===== src/lcd_port_pkg.sv =====
// Package of constants and types for the character display port
package lcd_port_pkg;

  localparam int unsigned CLK_HZ = 50_000_000;

  // Register byte offsets within the port window
  localparam logic [0:0] OFS_DISPLAY_COMMAND = 1'h0;
  localparam logic [0:0] OFS_DISPLAY_CHARACTER = 1'h1;

  // Command byte fields
  localparam int unsigned CURSOR_SET_FLAG_BIT = 7;
  localparam int unsigned ROW_BIT = 6;

  // Location addressing
  localparam logic [6:0] TOP_ROW_BASE = 7'h00;
  localparam logic [6:0] BOTTOM_ROW_BASE = 7'h40;
  localparam int unsigned ROW_LENGTH = 40;
  localparam int unsigned VISIBLE_LENGTH = 16;

  // Display commands
  localparam logic [7:0] CMD_CLEAR = 8'h01;
  localparam logic [7:0] CMD_CURSOR_OFF = 8'h0C;
  localparam logic [7:0] CMD_CURSOR_BLINK = 8'h0F;
  localparam logic [7:0] CMD_SHIFT_LEFT = 8'h18;
  localparam logic [7:0] CMD_SHIFT_RIGHT = 8'h1C;
  localparam logic [7:0] CMD_FUNC_SET = 8'h38;
  localparam logic [7:0] CMD_ENTRY_MODE = 8'h06;
  localparam logic [7:0] CMD_HOME = 8'h80;

  // Reset values
  localparam logic [7:0] BYTE_RESET = 8'h00;

  // Timing in nanoseconds, converted to cycles (least times round up)
  localparam int unsigned T_POWER_NS = 15_000_000;
  localparam int unsigned T_SETUP_NS = 60;
  localparam int unsigned T_PULSE_NS = 460;
  localparam int unsigned T_HOLD_NS = 40;
  localparam int unsigned T_EXEC_NS = 40_000;
  localparam int unsigned T_CLEAR_NS = 1_640_000;
  localparam int unsigned NS_PER_CYCLE = 1_000_000_000 / CLK_HZ;
  localparam int unsigned CYC_POWER = (T_POWER_NS + NS_PER_CYCLE - 1) / NS_PER_CYCLE;
  localparam int unsigned CYC_SETUP = (T_SETUP_NS + NS_PER_CYCLE - 1) / NS_PER_CYCLE;
  localparam int unsigned CYC_PULSE = (T_PULSE_NS + NS_PER_CYCLE - 1) / NS_PER_CYCLE;
  localparam int unsigned CYC_HOLD = (T_HOLD_NS + NS_PER_CYCLE - 1) / NS_PER_CYCLE;
  localparam int unsigned CYC_EXEC = (T_EXEC_NS + NS_PER_CYCLE - 1) / NS_PER_CYCLE;
  localparam int unsigned CYC_CLEAR = (T_CLEAR_NS + NS_PER_CYCLE - 1) / NS_PER_CYCLE;

  localparam int unsigned INIT_STEPS = 4;

  typedef enum logic [3:0] {
    CYC_IDLE = 4'b0001,
    CYC_SETUP_ST = 4'b0010,
    CYC_PULSE_ST = 4'b0100,
    CYC_HOLD_ST = 4'b1000
  } cycle_state_t;

  typedef enum logic [3:0] {
    TOP_POWER = 4'b0001,
    TOP_INIT = 4'b0010,
    TOP_READY = 4'b0100,
    TOP_WAIT = 4'b1000
  } top_state_t;

  function automatic logic is_slow_command(input logic is_char, input logic [7:0] b);
    is_slow_command = !is_char && (b == CMD_CLEAR || b[7:1] == 7'h01);
  endfunction

endpackage


===== src/lcd_xfer_if.sv =====
// Interface between the port sequencer and the bus cycle engine
`timescale 1ns/100ps
`default_nettype none
interface lcd_xfer_if;
  logic start;
  logic is_char;
  logic [7:0] byte_val;
  logic slow;
  logic done;
  modport seq (output start, output is_char, output byte_val, output slow, input done);
  modport eng (input start, input is_char, input byte_val, input slow, output done);
endinterface
`default_nettype wire


===== src/lcd_cycle.sv =====
// Display bus write cycle engine with execution wait
`timescale 1ns/100ps
`default_nettype none
module lcd_cycle (
  input wire logic CLK_SYS,
  input wire logic RST_N,
  lcd_xfer_if.eng x,
  output logic LCD_RS,
  output logic LCD_EN,
  output logic [7:0] LCD_DATA
);
  import lcd_port_pkg::*;

  localparam int unsigned CNT_W = 17;

  cycle_state_t state_q;
  logic [CNT_W-1:0] cnt_q;
  logic [CNT_W-1:0] wait_q;

  ////////////////////////////////////////////////////////////////
  always_ff @(posedge CLK_SYS) begin
    if (!RST_N) begin
      state_q <= CYC_IDLE;
      cnt_q <= '0;
      wait_q <= '0;
      LCD_RS <= 1'b0;
      LCD_EN <= 1'b0;
      LCD_DATA <= BYTE_RESET;
    end else begin
      case (state_q)
        CYC_IDLE: begin
          if (x.start) begin
            LCD_RS <= x.is_char;
            LCD_DATA <= x.byte_val;
            wait_q <= x.slow ? CNT_W'(CYC_CLEAR) : CNT_W'(CYC_EXEC);
            cnt_q <= CNT_W'(CYC_SETUP);
            state_q <= CYC_SETUP_ST;
          end
        end
        CYC_SETUP_ST: begin
          if (cnt_q <= CNT_W'(1)) begin
            LCD_EN <= 1'b1;
            cnt_q <= CNT_W'(CYC_PULSE);
            state_q <= CYC_PULSE_ST;
          end else begin
            cnt_q <= cnt_q - CNT_W'(1);
          end
        end
        CYC_PULSE_ST: begin
          if (cnt_q <= CNT_W'(1)) begin
            LCD_EN <= 1'b0;
            cnt_q <= CNT_W'(CYC_HOLD) + wait_q;
            state_q <= CYC_HOLD_ST;
          end else begin
            cnt_q <= cnt_q - CNT_W'(1);
          end
        end
        CYC_HOLD_ST: begin
          if (cnt_q <= CNT_W'(1)) begin
            state_q <= CYC_IDLE;
          end else begin
            cnt_q <= cnt_q - CNT_W'(1);
          end
        end
        default: state_q <= CYC_IDLE;
      endcase
    end
  end

  assign x.done = (state_q == CYC_HOLD_ST) && (cnt_q <= CNT_W'(1));

  ////////////////////////////////////////////////////////////////
  property p_en_after_setup;
    @(posedge CLK_SYS) disable iff (!RST_N)
      (state_q == CYC_IDLE && x.start) |-> ##(CYC_SETUP + 1) LCD_EN;
  endproperty
  a_en_after_setup: assert property (p_en_after_setup) else $error("enable not raised after setup");

  property p_data_stable;
    @(posedge CLK_SYS) disable iff (!RST_N)
      (state_q != CYC_IDLE) |=> $stable(LCD_DATA) && $stable(LCD_RS);
  endproperty
  a_data_stable: assert property (p_data_stable) else $error("bus changed during cycle");
endmodule
`default_nettype wire


===== src/char_lcd_port.sv =====
// Processor port for a 16x2 character display
// How it works
// - Reset runs display init without software
// - Location address: row bit, six column bits
// - Top row at 00, bottom at 40
// - Command and character registers reach display
`timescale 1ns/100ps
`default_nettype none
module char_lcd_port #(
  parameter int unsigned POWER_CYCLES = lcd_port_pkg::CYC_POWER
) (
  input wire logic CLK_SYS,
  input wire logic RST_N,
  input wire logic [0:0] ADDR,
  input wire logic WRITE,
  input wire logic [7:0] WRITEDATA,
  output logic WAITREQUEST,
  output logic LCD_RS,
  output logic LCD_EN,
  output logic LCD_RW,
  output logic LCD_ON,
  output logic [7:0] LCD_DATA,
  output logic INIT_DONE,
  output logic [6:0] CURSOR_LOCATION
);
  import lcd_port_pkg::*;

  localparam int unsigned PW = 20;

  lcd_xfer_if xf ();

  top_state_t state_q;
  logic [PW-1:0] power_q;
  logic [1:0] step_q;
  logic start_q;
  logic is_char_q;
  logic [7:0] byte_q;
  logic [6:0] cursor_q;
  logic init_done_q;
  logic accept;

  ////////////////////////////////////////////////////////////////
  function automatic logic [7:0] init_byte(input logic [1:0] idx);
    case (idx)
      2'd0: init_byte = CMD_FUNC_SET;
      2'd1: init_byte = CMD_CURSOR_BLINK;
      2'd2: init_byte = CMD_CLEAR;
      default: init_byte = CMD_ENTRY_MODE;
    endcase
  endfunction

  function automatic logic [6:0] next_location(input logic [6:0] loc);
    if (loc[5:0] == 6'(ROW_LENGTH - 1)) begin
      next_location = loc[ROW_BIT] ? TOP_ROW_BASE : BOTTOM_ROW_BASE;
    end else begin
      next_location = loc + 7'h01;
    end
  endfunction

  ////////////////////////////////////////////////////////////////
  // Processor writes held off until init is done and the engine is free
  assign accept = WRITE && (state_q == TOP_READY);
  assign WAITREQUEST = WRITE && !accept;

  always_ff @(posedge CLK_SYS) begin
    if (!RST_N) begin
      state_q <= TOP_POWER;
      power_q <= '0;
      step_q <= 2'd0;
      start_q <= 1'b0;
      is_char_q <= 1'b0;
      byte_q <= BYTE_RESET;
      init_done_q <= 1'b0;
    end else begin
      start_q <= 1'b0;
      case (state_q)
        TOP_POWER: begin
          if (power_q >= PW'(POWER_CYCLES - 1)) begin
            state_q <= TOP_INIT;
            start_q <= 1'b1;
            is_char_q <= 1'b0;
            byte_q <= init_byte(2'd0);
          end else begin
            power_q <= power_q + PW'(1);
          end
        end
        TOP_INIT: begin
          if (xf.done) begin
            if (step_q == 2'(INIT_STEPS - 1)) begin
              state_q <= TOP_READY;
              init_done_q <= 1'b1;
            end else begin
              step_q <= step_q + 2'd1;
              start_q <= 1'b1;
              byte_q <= init_byte(step_q + 2'd1);
            end
          end
        end
        TOP_READY: begin
          if (accept) begin
            start_q <= 1'b1;
            is_char_q <= (ADDR == OFS_DISPLAY_CHARACTER);
            byte_q <= WRITEDATA;
            state_q <= TOP_WAIT;
          end
        end
        TOP_WAIT: begin
          if (xf.done) begin
            state_q <= TOP_READY;
          end
        end
        default: state_q <= TOP_POWER;
      endcase
    end
  end

  ////////////////////////////////////////////////////////////////
  // Shadow of the display cursor for status
  always_ff @(posedge CLK_SYS) begin
    if (!RST_N) begin
      cursor_q <= TOP_ROW_BASE;
    end else if (accept) begin
      if (ADDR == OFS_DISPLAY_CHARACTER) begin
        cursor_q <= next_location(cursor_q);
      end else if (WRITEDATA[CURSOR_SET_FLAG_BIT]) begin
        cursor_q <= WRITEDATA[6:0];
      end else if (WRITEDATA == CMD_CLEAR) begin
        cursor_q <= TOP_ROW_BASE;
      end
    end
  end

  assign xf.start = start_q;
  assign xf.is_char = is_char_q;
  assign xf.byte_val = byte_q;
  assign xf.slow = is_slow_command(is_char_q, byte_q);

  lcd_cycle u_cycle (
    .CLK_SYS(CLK_SYS),
    .RST_N(RST_N),
    .x(xf.eng),
    .LCD_RS(LCD_RS),
    .LCD_EN(LCD_EN),
    .LCD_DATA(LCD_DATA)
  );

  assign LCD_RW = 1'b0;
  assign LCD_ON = 1'b1;
  assign INIT_DONE = init_done_q;
  assign CURSOR_LOCATION = cursor_q;

  ////////////////////////////////////////////////////////////////
  property p_no_accept_before_init;
    @(posedge CLK_SYS) disable iff (!RST_N)
      !init_done_q |-> !accept;
  endproperty
  a_no_accept_before_init: assert property (p_no_accept_before_init) else $error("write taken during init");

  property p_stall_while_busy;
    @(posedge CLK_SYS) disable iff (!RST_N)
      (state_q == TOP_WAIT && WRITE) |-> WAITREQUEST;
  endproperty
  a_stall_while_busy: assert property (p_stall_while_busy) else $error("write not stalled while busy");

  property p_char_goes_rs;
    @(posedge CLK_SYS) disable iff (!RST_N)
      (accept && ADDR == OFS_DISPLAY_CHARACTER) |=> is_char_q && start_q && byte_q == $past(WRITEDATA);
  endproperty
  a_char_goes_rs: assert property (p_char_goes_rs) else $error("character not forwarded");

  property p_cmd_forward;
    @(posedge CLK_SYS) disable iff (!RST_N)
      (accept && ADDR == OFS_DISPLAY_COMMAND) |=> !is_char_q && start_q;
  endproperty
  a_cmd_forward: assert property (p_cmd_forward) else $error("command not forwarded");

  property p_cursor_set;
    @(posedge CLK_SYS) disable iff (!RST_N)
      (accept && ADDR == OFS_DISPLAY_COMMAND && WRITEDATA[7]) |=> cursor_q == $past(WRITEDATA[6:0]);
  endproperty
  a_cursor_set: assert property (p_cursor_set) else $error("cursor not set");

  property p_wrap_bottom;
    @(posedge CLK_SYS) disable iff (!RST_N)
      (accept && ADDR == OFS_DISPLAY_CHARACTER && cursor_q == 7'h27) |=> cursor_q == BOTTOM_ROW_BASE;
  endproperty
  a_wrap_bottom: assert property (p_wrap_bottom) else $error("no move to bottom row");

  property p_clear_home;
    @(posedge CLK_SYS) disable iff (!RST_N)
      (accept && ADDR == OFS_DISPLAY_COMMAND && WRITEDATA == CMD_CLEAR) |=> cursor_q == TOP_ROW_BASE;
  endproperty
  a_clear_home: assert property (p_clear_home) else $error("clear did not home");

  property p_wrap_top;
    @(posedge CLK_SYS) disable iff (!RST_N)
      (accept && ADDR == OFS_DISPLAY_CHARACTER && cursor_q == 7'h67) |=> cursor_q == TOP_ROW_BASE;
  endproperty
  a_wrap_top: assert property (p_wrap_top) else $error("no wrap to top row");

  property p_init_done_holds;
    @(posedge CLK_SYS) disable iff (!RST_N)
      init_done_q |=> init_done_q;
  endproperty
  a_init_done_holds: assert property (p_init_done_holds) else $error("init done dropped");

  property p_wait_until_done;
    @(posedge CLK_SYS) disable iff (!RST_N)
      (state_q == TOP_WAIT && !xf.done) |=> state_q == TOP_WAIT;
  endproperty
  a_wait_until_done: assert property (p_wait_until_done) else $error("left wait early");

  property p_cmd_byte;
    @(posedge CLK_SYS) disable iff (!RST_N)
      (accept && ADDR == OFS_DISPLAY_COMMAND) |=> byte_q == $past(WRITEDATA);
  endproperty
  a_cmd_byte: assert property (p_cmd_byte) else $error("command byte not forwarded");
endmodule
`default_nettype wire


===== config.mk =====
export PLATFORM = sky130hd
export DESIGN_NAME = char_lcd_port
export DESIGN_NICKNAME = d
export VERILOG_FILES = /design/src/lcd_port_pkg.sv /design/src/lcd_xfer_if.sv /design/src/lcd_cycle.sv /design/src/char_lcd_port.sv
export SDC_FILE = /design/constraint.sdc
export NUM_CORES = 1
export LEC_CHECK = 0
export ABC_AREA = 1
export BUFFER_PORTS_ARGS = -buffer_cell sky130_fd_sc_hd__buf_2
export CORE_MARGIN = 2
export CORE_UTILIZATION = 35
export CTS_BUF_LIST = sky130_fd_sc_hd__clkbuf_4
export DETAILED_ROUTE_END_ITERATION = 8
export GPL_TIMING_DRIVEN = 0
export SLEW_MARGIN = 40
export SYNTH_ARGS = -nofsm -noshare
export SYNTH_HDL_FRONTEND = slang
export SYNTH_HIERARCHICAL = 1
export SYNTH_SLANG_ARGS = --single-unit

===== constraint.sdc =====
create_clock -name CLK_SYS -period 5.2 [get_ports CLK_SYS]
set_input_delay 0.26 -clock CLK_SYS [delete_from_list [all_inputs] [get_ports CLK_SYS]]
set_output_delay 0.26 -clock CLK_SYS [all_outputs]
set_load 0.005 [all_outputs]

# After elaboration in Yosys (flattened, before gate mapping)
# Cells that the tools add are included.
[totals]
inputBits = 12
word_cells = 112
output_inout_bits = 21
ram_bits = 0
ff_bits = 92
rom_bits = 0
memories = 0
latch_bits = 0
[classes]
addsub = 5
n_lt_le_gt_ge = 2
reduce_logical = 24
muxes = 39
bitwise = 2
n_eq_ne = 26
shifts = 0
n_mul = 0
div = 0
[ops]
columns = ["operator", "count"]
rows = [
  ["17-bit 2-to-1 mux", 5],
  ["17-bit case mux with 4 select lines", 1],
  ["4-bit 2-to-1 mux", 9],
  ["7-bit 2-to-1 mux", 5],
  ["8-bit 2-to-1 mux", 4],
  ["4-bit case mux with 4 select lines", 2],
  ["8-bit case mux with 3 select lines", 1],
  ["20-bit by 1-bit adder with 20-bit output, second input constant", 1],
  ["20-bit >= comparator, second input constant", 1],
  ["6-bit case mux with 3 select lines", 1],
  ["2-bit by 17-bit adder with 17-bit output, first input constant", 1],
  ["17-bit by 1-bit <= comparator with 1-bit output, second input constant", 1],
  ["17-bit by 1-bit subtractor with 17-bit output, second input constant", 1],
  ["8-bit by 1-bit equality test with 1-bit output, second input constant", 2],
  ["3-bit AND reduction", 5],
  ["2-bit inequality test, second input constant", 6],
  ["2-bit by 1-bit inequality test with 1-bit output, second input constant", 5],
  ["5-bit AND reduction", 2],
  ["4-bit by 1-bit equality test with 1-bit output, second input constant", 2],
  ["4-bit by 2-bit equality test with 1-bit output, second input constant", 2],
  ["4-bit by 3-bit equality test with 1-bit output, second input constant", 2],
  ["4-bit equality test, second input constant", 2],
  ["1-bit 2-to-1 mux", 8],
  ["7-bit by 1-bit adder with 7-bit output, second input constant", 1],
  ["17 further kinds", 28],
]

# Logic depth before layout (Yosys ltp)
[depth]
word_depth = 6
mapped_depth = 18
mapped_depth_nobuf = 17

# By module
# The synthesis kept the hierarchy.
[modules_own_cells]
columns = ["module", "n_inst", "seq_area_each_um2", "cells_per_inst", "area_each_um2"]
rows = [
  ["char_lcd_port", 1, 880.8, 420, 2681.3],
  ["lcd_cycle", 1, 680.7, 298, 1931.9],
]

# Least setup slack after synthesis
# Ideal clock, no wire load.
[synth_timing]
kind = "register to register"
startpoint = "register u_cycle.cnt_q[3]"
endpoint = "register byte_q[3]"
slack_ps = 3368
n_path_buf = 1
period_less_slack_ps = 1832
stages_incl_launch_ff = 18
required_ps = 5087
setup_ps = 113
arrival_time_ps = 1719
cell_sequence = "dfxtp_1 nor2_1 nand2_1 nor2_4 nand2_4 nand2_4 nand2_4 inv_1 inv_1 nor2_1 nand2_1 nand2_1 inv_2 nand2_4 buf_6 nand2_1 nand2_1 nor2_1"
[synth_between]
elab_chain_cells = 4
[synth_lines]
columns = ["element", "line", "rtl"]
rows = [
  ["from (decl)", "lcd_cycle.sv:17", "logic [CNT_W-1:0] cnt_q;"],
  ["from (signal assigned)", "lcd_cycle.sv:36", "cnt_q <= CNT_W'(CYC_SETUP);"],
  ["from (signal assigned)", "lcd_cycle.sv:43", "cnt_q <= CNT_W'(CYC_PULSE);"],
  ["from (signal assigned)", "lcd_cycle.sv:46", "cnt_q <= cnt_q - CNT_W'(1);"],
  ["17-bit by 1-bit <= comparator with 1-bit output", "lcd_cycle.sv:70", "assign x.done = (state_q == CYC_HOLD_ST) && (cnt_q <= CNT_W'(1));"],
  ["1-bit logical AND", "lcd_cycle.sv:70", ""],
  ["via xf.done", "lcd_xfer_if.sv:9", "logic done;"],
  ["2-bit by 1-bit inequality test with 1-bit output (no line)", "--", ""],
  ["5-bit AND reduction (no line)", "--", ""],
  ["to (signal assigned)", "char_lcd_port.sv:82", "byte_q <= init_byte(2'd0);"],
  ["to (signal assigned)", "char_lcd_port.sv:95", "byte_q <= init_byte(step_q + 2'd1);"],
  ["to (decl)", "char_lcd_port.sv:37", "logic [7:0] byte_q;"],
]
# The timed path passes the listed nets, and every way through them passes these cells.
# A chain may end at the register's enable or synchronous reset.

# Worst setup path in the final report
[layout_timing]
startpoint = "register u_cycle.cnt_q[7]"
endpoint = "register byte_q[1]"
# The elaborated chain is that of the path after synthesis.

==> flow_metrics.tcl <==
set metrics [dict create \
    result_of_the_run "finished clean" \
    floorplan.die_area_um2 14110 \
    global_route.usage.total_pct 16.67 \
    routed_wire_per_std_cell_um 12.06 \
    synth_fp_nets 736 \
    finish.net_count 777 \
    core_box_area_um2 12720 \
    chipHeight_um 118.8 \
    critical_path.max_fanout 10 \
    reg2reg_to "byte_q[1]" \
    post-cts-setup-buffers 0 \
    setup_tns_ns 0 \
    cp-start-kind "flip-flop" \
    synth_sequential_area_ratio_pct 33.85 \
    final-instance-count-excl-fill 936 \
    whs_ns 0.09104 \
    r2r_setup_slack_ns 3.05 \
    power_density_nw_per_um2 248.5 \
    critical_path_class "reg2reg" \
    synthesis.yosys.warnings 6 \
    worstHoldStart "WRITE" \
    routed_via_density 4.673 \
    whs_endpoint "state_q[3]" \
    cts_htree_levels 3 \
    timing.hold.worst.class "in2reg" \
    filler_cell_count 1426 \
    clk_transition_reported_paths_ns 0.14 \
    tritoncts.num_buffers 9 \
    number_of_antenna_violations_at_the_first_check_in_global_routing 0 \
    slew_headroom_pct 62.27 \
    die_extent_in_x_um 118.8 \
    mostFrequentLayoutCells "sky130_fd_sc_hd__nand2_1 (212), sky130_fd_sc_hd__nor2_1 (101), sky130_fd_sc_hd__dfxtp_1 (78), sky130_fd_sc_hd__nand3_1 (66), sky130_fd_sc_hd__inv_1 (63)" \
    wire_length_of_the_first_global_routing_pass_mm 19.23 \
    length_in_cells_of_the_worst_reg_to_reg_path 17 \
    route.vias.total 4374 \
    global_route.overflow_total 0 \
    areaGrowthSynthToFinish_pct 10.55 \
    worstSkewPairLatency_ns 0.46 \
    cts.sink_count 78 \
    worstPathArrival_ns 2.53 \
    holdBufCountCts 0 \
    tritonroute_pass_1_iters 5 \
    critical_path_required_ns 5.58 \
    final_layout_size_suffix_gt1_share_pct 12.83 \
    dr.first_iter.drc_count 221 \
    globalplace.congestion 0.8883 \
    min_path_cells 3 \
    tritoncts "built" \
    cap_viol_max_count 0 \
    detail-route-antenna-nets 0 \
    hold_viol 0 \
    initial_core_util_pct 36.26 \
    antenna_cells 0 \
    postSynthRegisterBits 78 \
    place_inst 920 \
    synth_top_flop_cell "sky130_fd_sc_hd__dfxtp_1" \
    port_buffers 30 \
    worst_pin_slew_ns 0.5660 \
    async_reset_ff_share_pct 0 \
    min_period_over_period_pct 41.28 \
    achievable-frequency_ghz 0.4659 \
    layout_commonest_cell "sky130_fd_sc_hd__nand2_1" \
    setup_viol_count_final 0 \
    timing.final.crit_period_ns 2.146 \
    postRouteWirelength_mm 11.29 \
    reg2reg_from "u_cycle/cnt_q[7]" \
    rsz0062_at_grt "false" \
    total_leakage_power_nw 2.227 \
    synth-edff-count 0 \
    io-pin-count 33 \
    first_global_vias 4027 \
    fp-row-count 41 \
    final_max_slew_viol_count 0 \
    peakVddDrop_v 0.0002797 \
    yosys.cell_types.count 38 \
    cell_count_after_synthesis 718 \
    clk_path_buf_depth 2 \
    fin_skew_ns 0.01471 \
    pin_count_of_the_biggest_net_entering_global_routing 16 \
    drt_drc_violations_left 0 \
    cts.root.buffer_cell "sky130_fd_sc_hd__clkbuf_4" \
    design_power_total_w 0.001268 \
    post_synth_instance_area_um2 4613 \
    syn_area_per_cell_um2 6.425 \
    dp_hpwl_mm 8.577 \
    post_cts_resized 0 \
    timing.critical_path.to_type "flip-flop" \
]
worst max-delay path by stage:
stage                     start         to  slack [ns]  cells after the start
6_report       u_cycle/cnt_q[7]  byte_q[1]        3.05                     17
2_1_floorplan  u_cycle/cnt_q[3]  byte_q[3]        3.37                     17
5_1_grt        u_cycle/cnt_q[3]  byte_q[2]        2.80                     17
3_5_place_dp   u_cycle/cnt_q[7]  byte_q[1]        3.10                     17
3_3_place_gp   u_cycle/cnt_q[7]  byte_q[1]        3.06                     17
4_1_cts        u_cycle/cnt_q[7]  byte_q[1]        3.09                     17
layout make-up:
| class | instances | area (um2) | area share (%) |
|---|---|---|---|
| multi-input combinational | 551 | 2658 | 52.11 |
| clock buffer | 9 | 67.56 | 1.325 |
| tap | 172 | 215.2 | 4.220 |
| sequential | 78 | 1562 | 30.62 |
| timing repair buffer | 30 | 150.1 | 2.944 |
| buffer | 17 | 121.4 | 2.380 |
| clock inverter | 7 | 53.80 | 1.055 |
| inverter | 72 | 272.8 | 5.348 |
cell families after synthesis:
group / share of synthesized area [%]
flops: 33.85
compound gates: 10.55
xor+xnor: 3.987
buf+inv: 8.544
other cells: 0.1628
fa+ha+maj: 1.627
simple gates: 41.28
metal layers:
metal	vias up	part of all wire, %	GRT usage, %
met5	-	0	0
met4	0	1.7	4.985
met3	14	3.4	4.392
met2	62	46	26.90
met1	1924	49	21.76
li1	2374	-	-
worst max-delay path: stages, from the launching register on:
cell	delay (ns)
sky130_fd_sc_hd__dfxtp_1	0.38
sky130_fd_sc_hd__nor2_2	0.18
sky130_fd_sc_hd__nand3_1	0.18
sky130_fd_sc_hd__nor2_4	0.15
sky130_fd_sc_hd__nand2_4	0.09
sky130_fd_sc_hd__nand2_4	0.09
sky130_fd_sc_hd__nand2_4	0.08
sky130_fd_sc_hd__inv_1	0.10
sky130_fd_sc_hd__inv_1	0.06
sky130_fd_sc_hd__nor2_1	0.11
sky130_fd_sc_hd__nand2_1	0.11
sky130_fd_sc_hd__nand2_1	0.10
sky130_fd_sc_hd__inv_2	0.06
sky130_fd_sc_hd__nand2_4	0.09
sky130_fd_sc_hd__buf_6	0.14
sky130_fd_sc_hd__nand2_1	0.05
sky130_fd_sc_hd__nand2_1	0.06
sky130_fd_sc_hd__nor2_1	0.04
synth_stat cells (all sizes together), types with 4 or more instances:
| cell | instances | share of area, % |
|---|---|---|
| nor2 | 110 | 9.7 |
| dfxtp | 78 | 34 |
| xnor2 | 7 | 1.3 |
| nand4 | 7 | 0.95 |
| nand2 | 227 | 20 |
| xor2 | 14 | 2.7 |
| nand3 | 75 | 9.1 |
| inv | 70 | 5.8 |
| o21ai | 16 | 1.7 |
| o22ai | 4 | 0.54 |
| clkbuf | 7 | 0.57 |
| a21oi | 64 | 7.1 |
| buf | 10 | 2.1 |
| ha | 6 | 1.6 |
| nor3 | 6 | 0.65 |
sequential cells by signal, summed over array words and instances (netlist names):
register,cells
is_char_q,1
u_cycle/cnt_q,17
u_cycle/LCD_EN,1
power_q,20
CURSOR_LOCATION,7
u_cycle/LCD_DATA,8
start_q,1
u_cycle/wait_q,3
state_q,4
u_cycle/state_q,4
INIT_DONE,1
byte_q,8
step_q,2
u_cycle/LCD_RS,1
per-stage QoR:
stage,cell area (um2),setup slack [ns],utilization (%)
after floorplan,4613,3.368,-
after global placement,4979,3.057,39.13
after detailed placement,4979,3.098,39.13
after CTS,5100,3.090,40.09
after global routing,5100,2.801,40.09
final,5100,3.054,40.09
power breakdown:
group	switching, W	internal, W	total, W
combinational	0.000183	0.0000912	0.000274
sequential	0.0000253	0.000621	0.000646
clock	0.000244	0.000103	0.000347
Note: power is estimated with default switching activity, not from simulation.
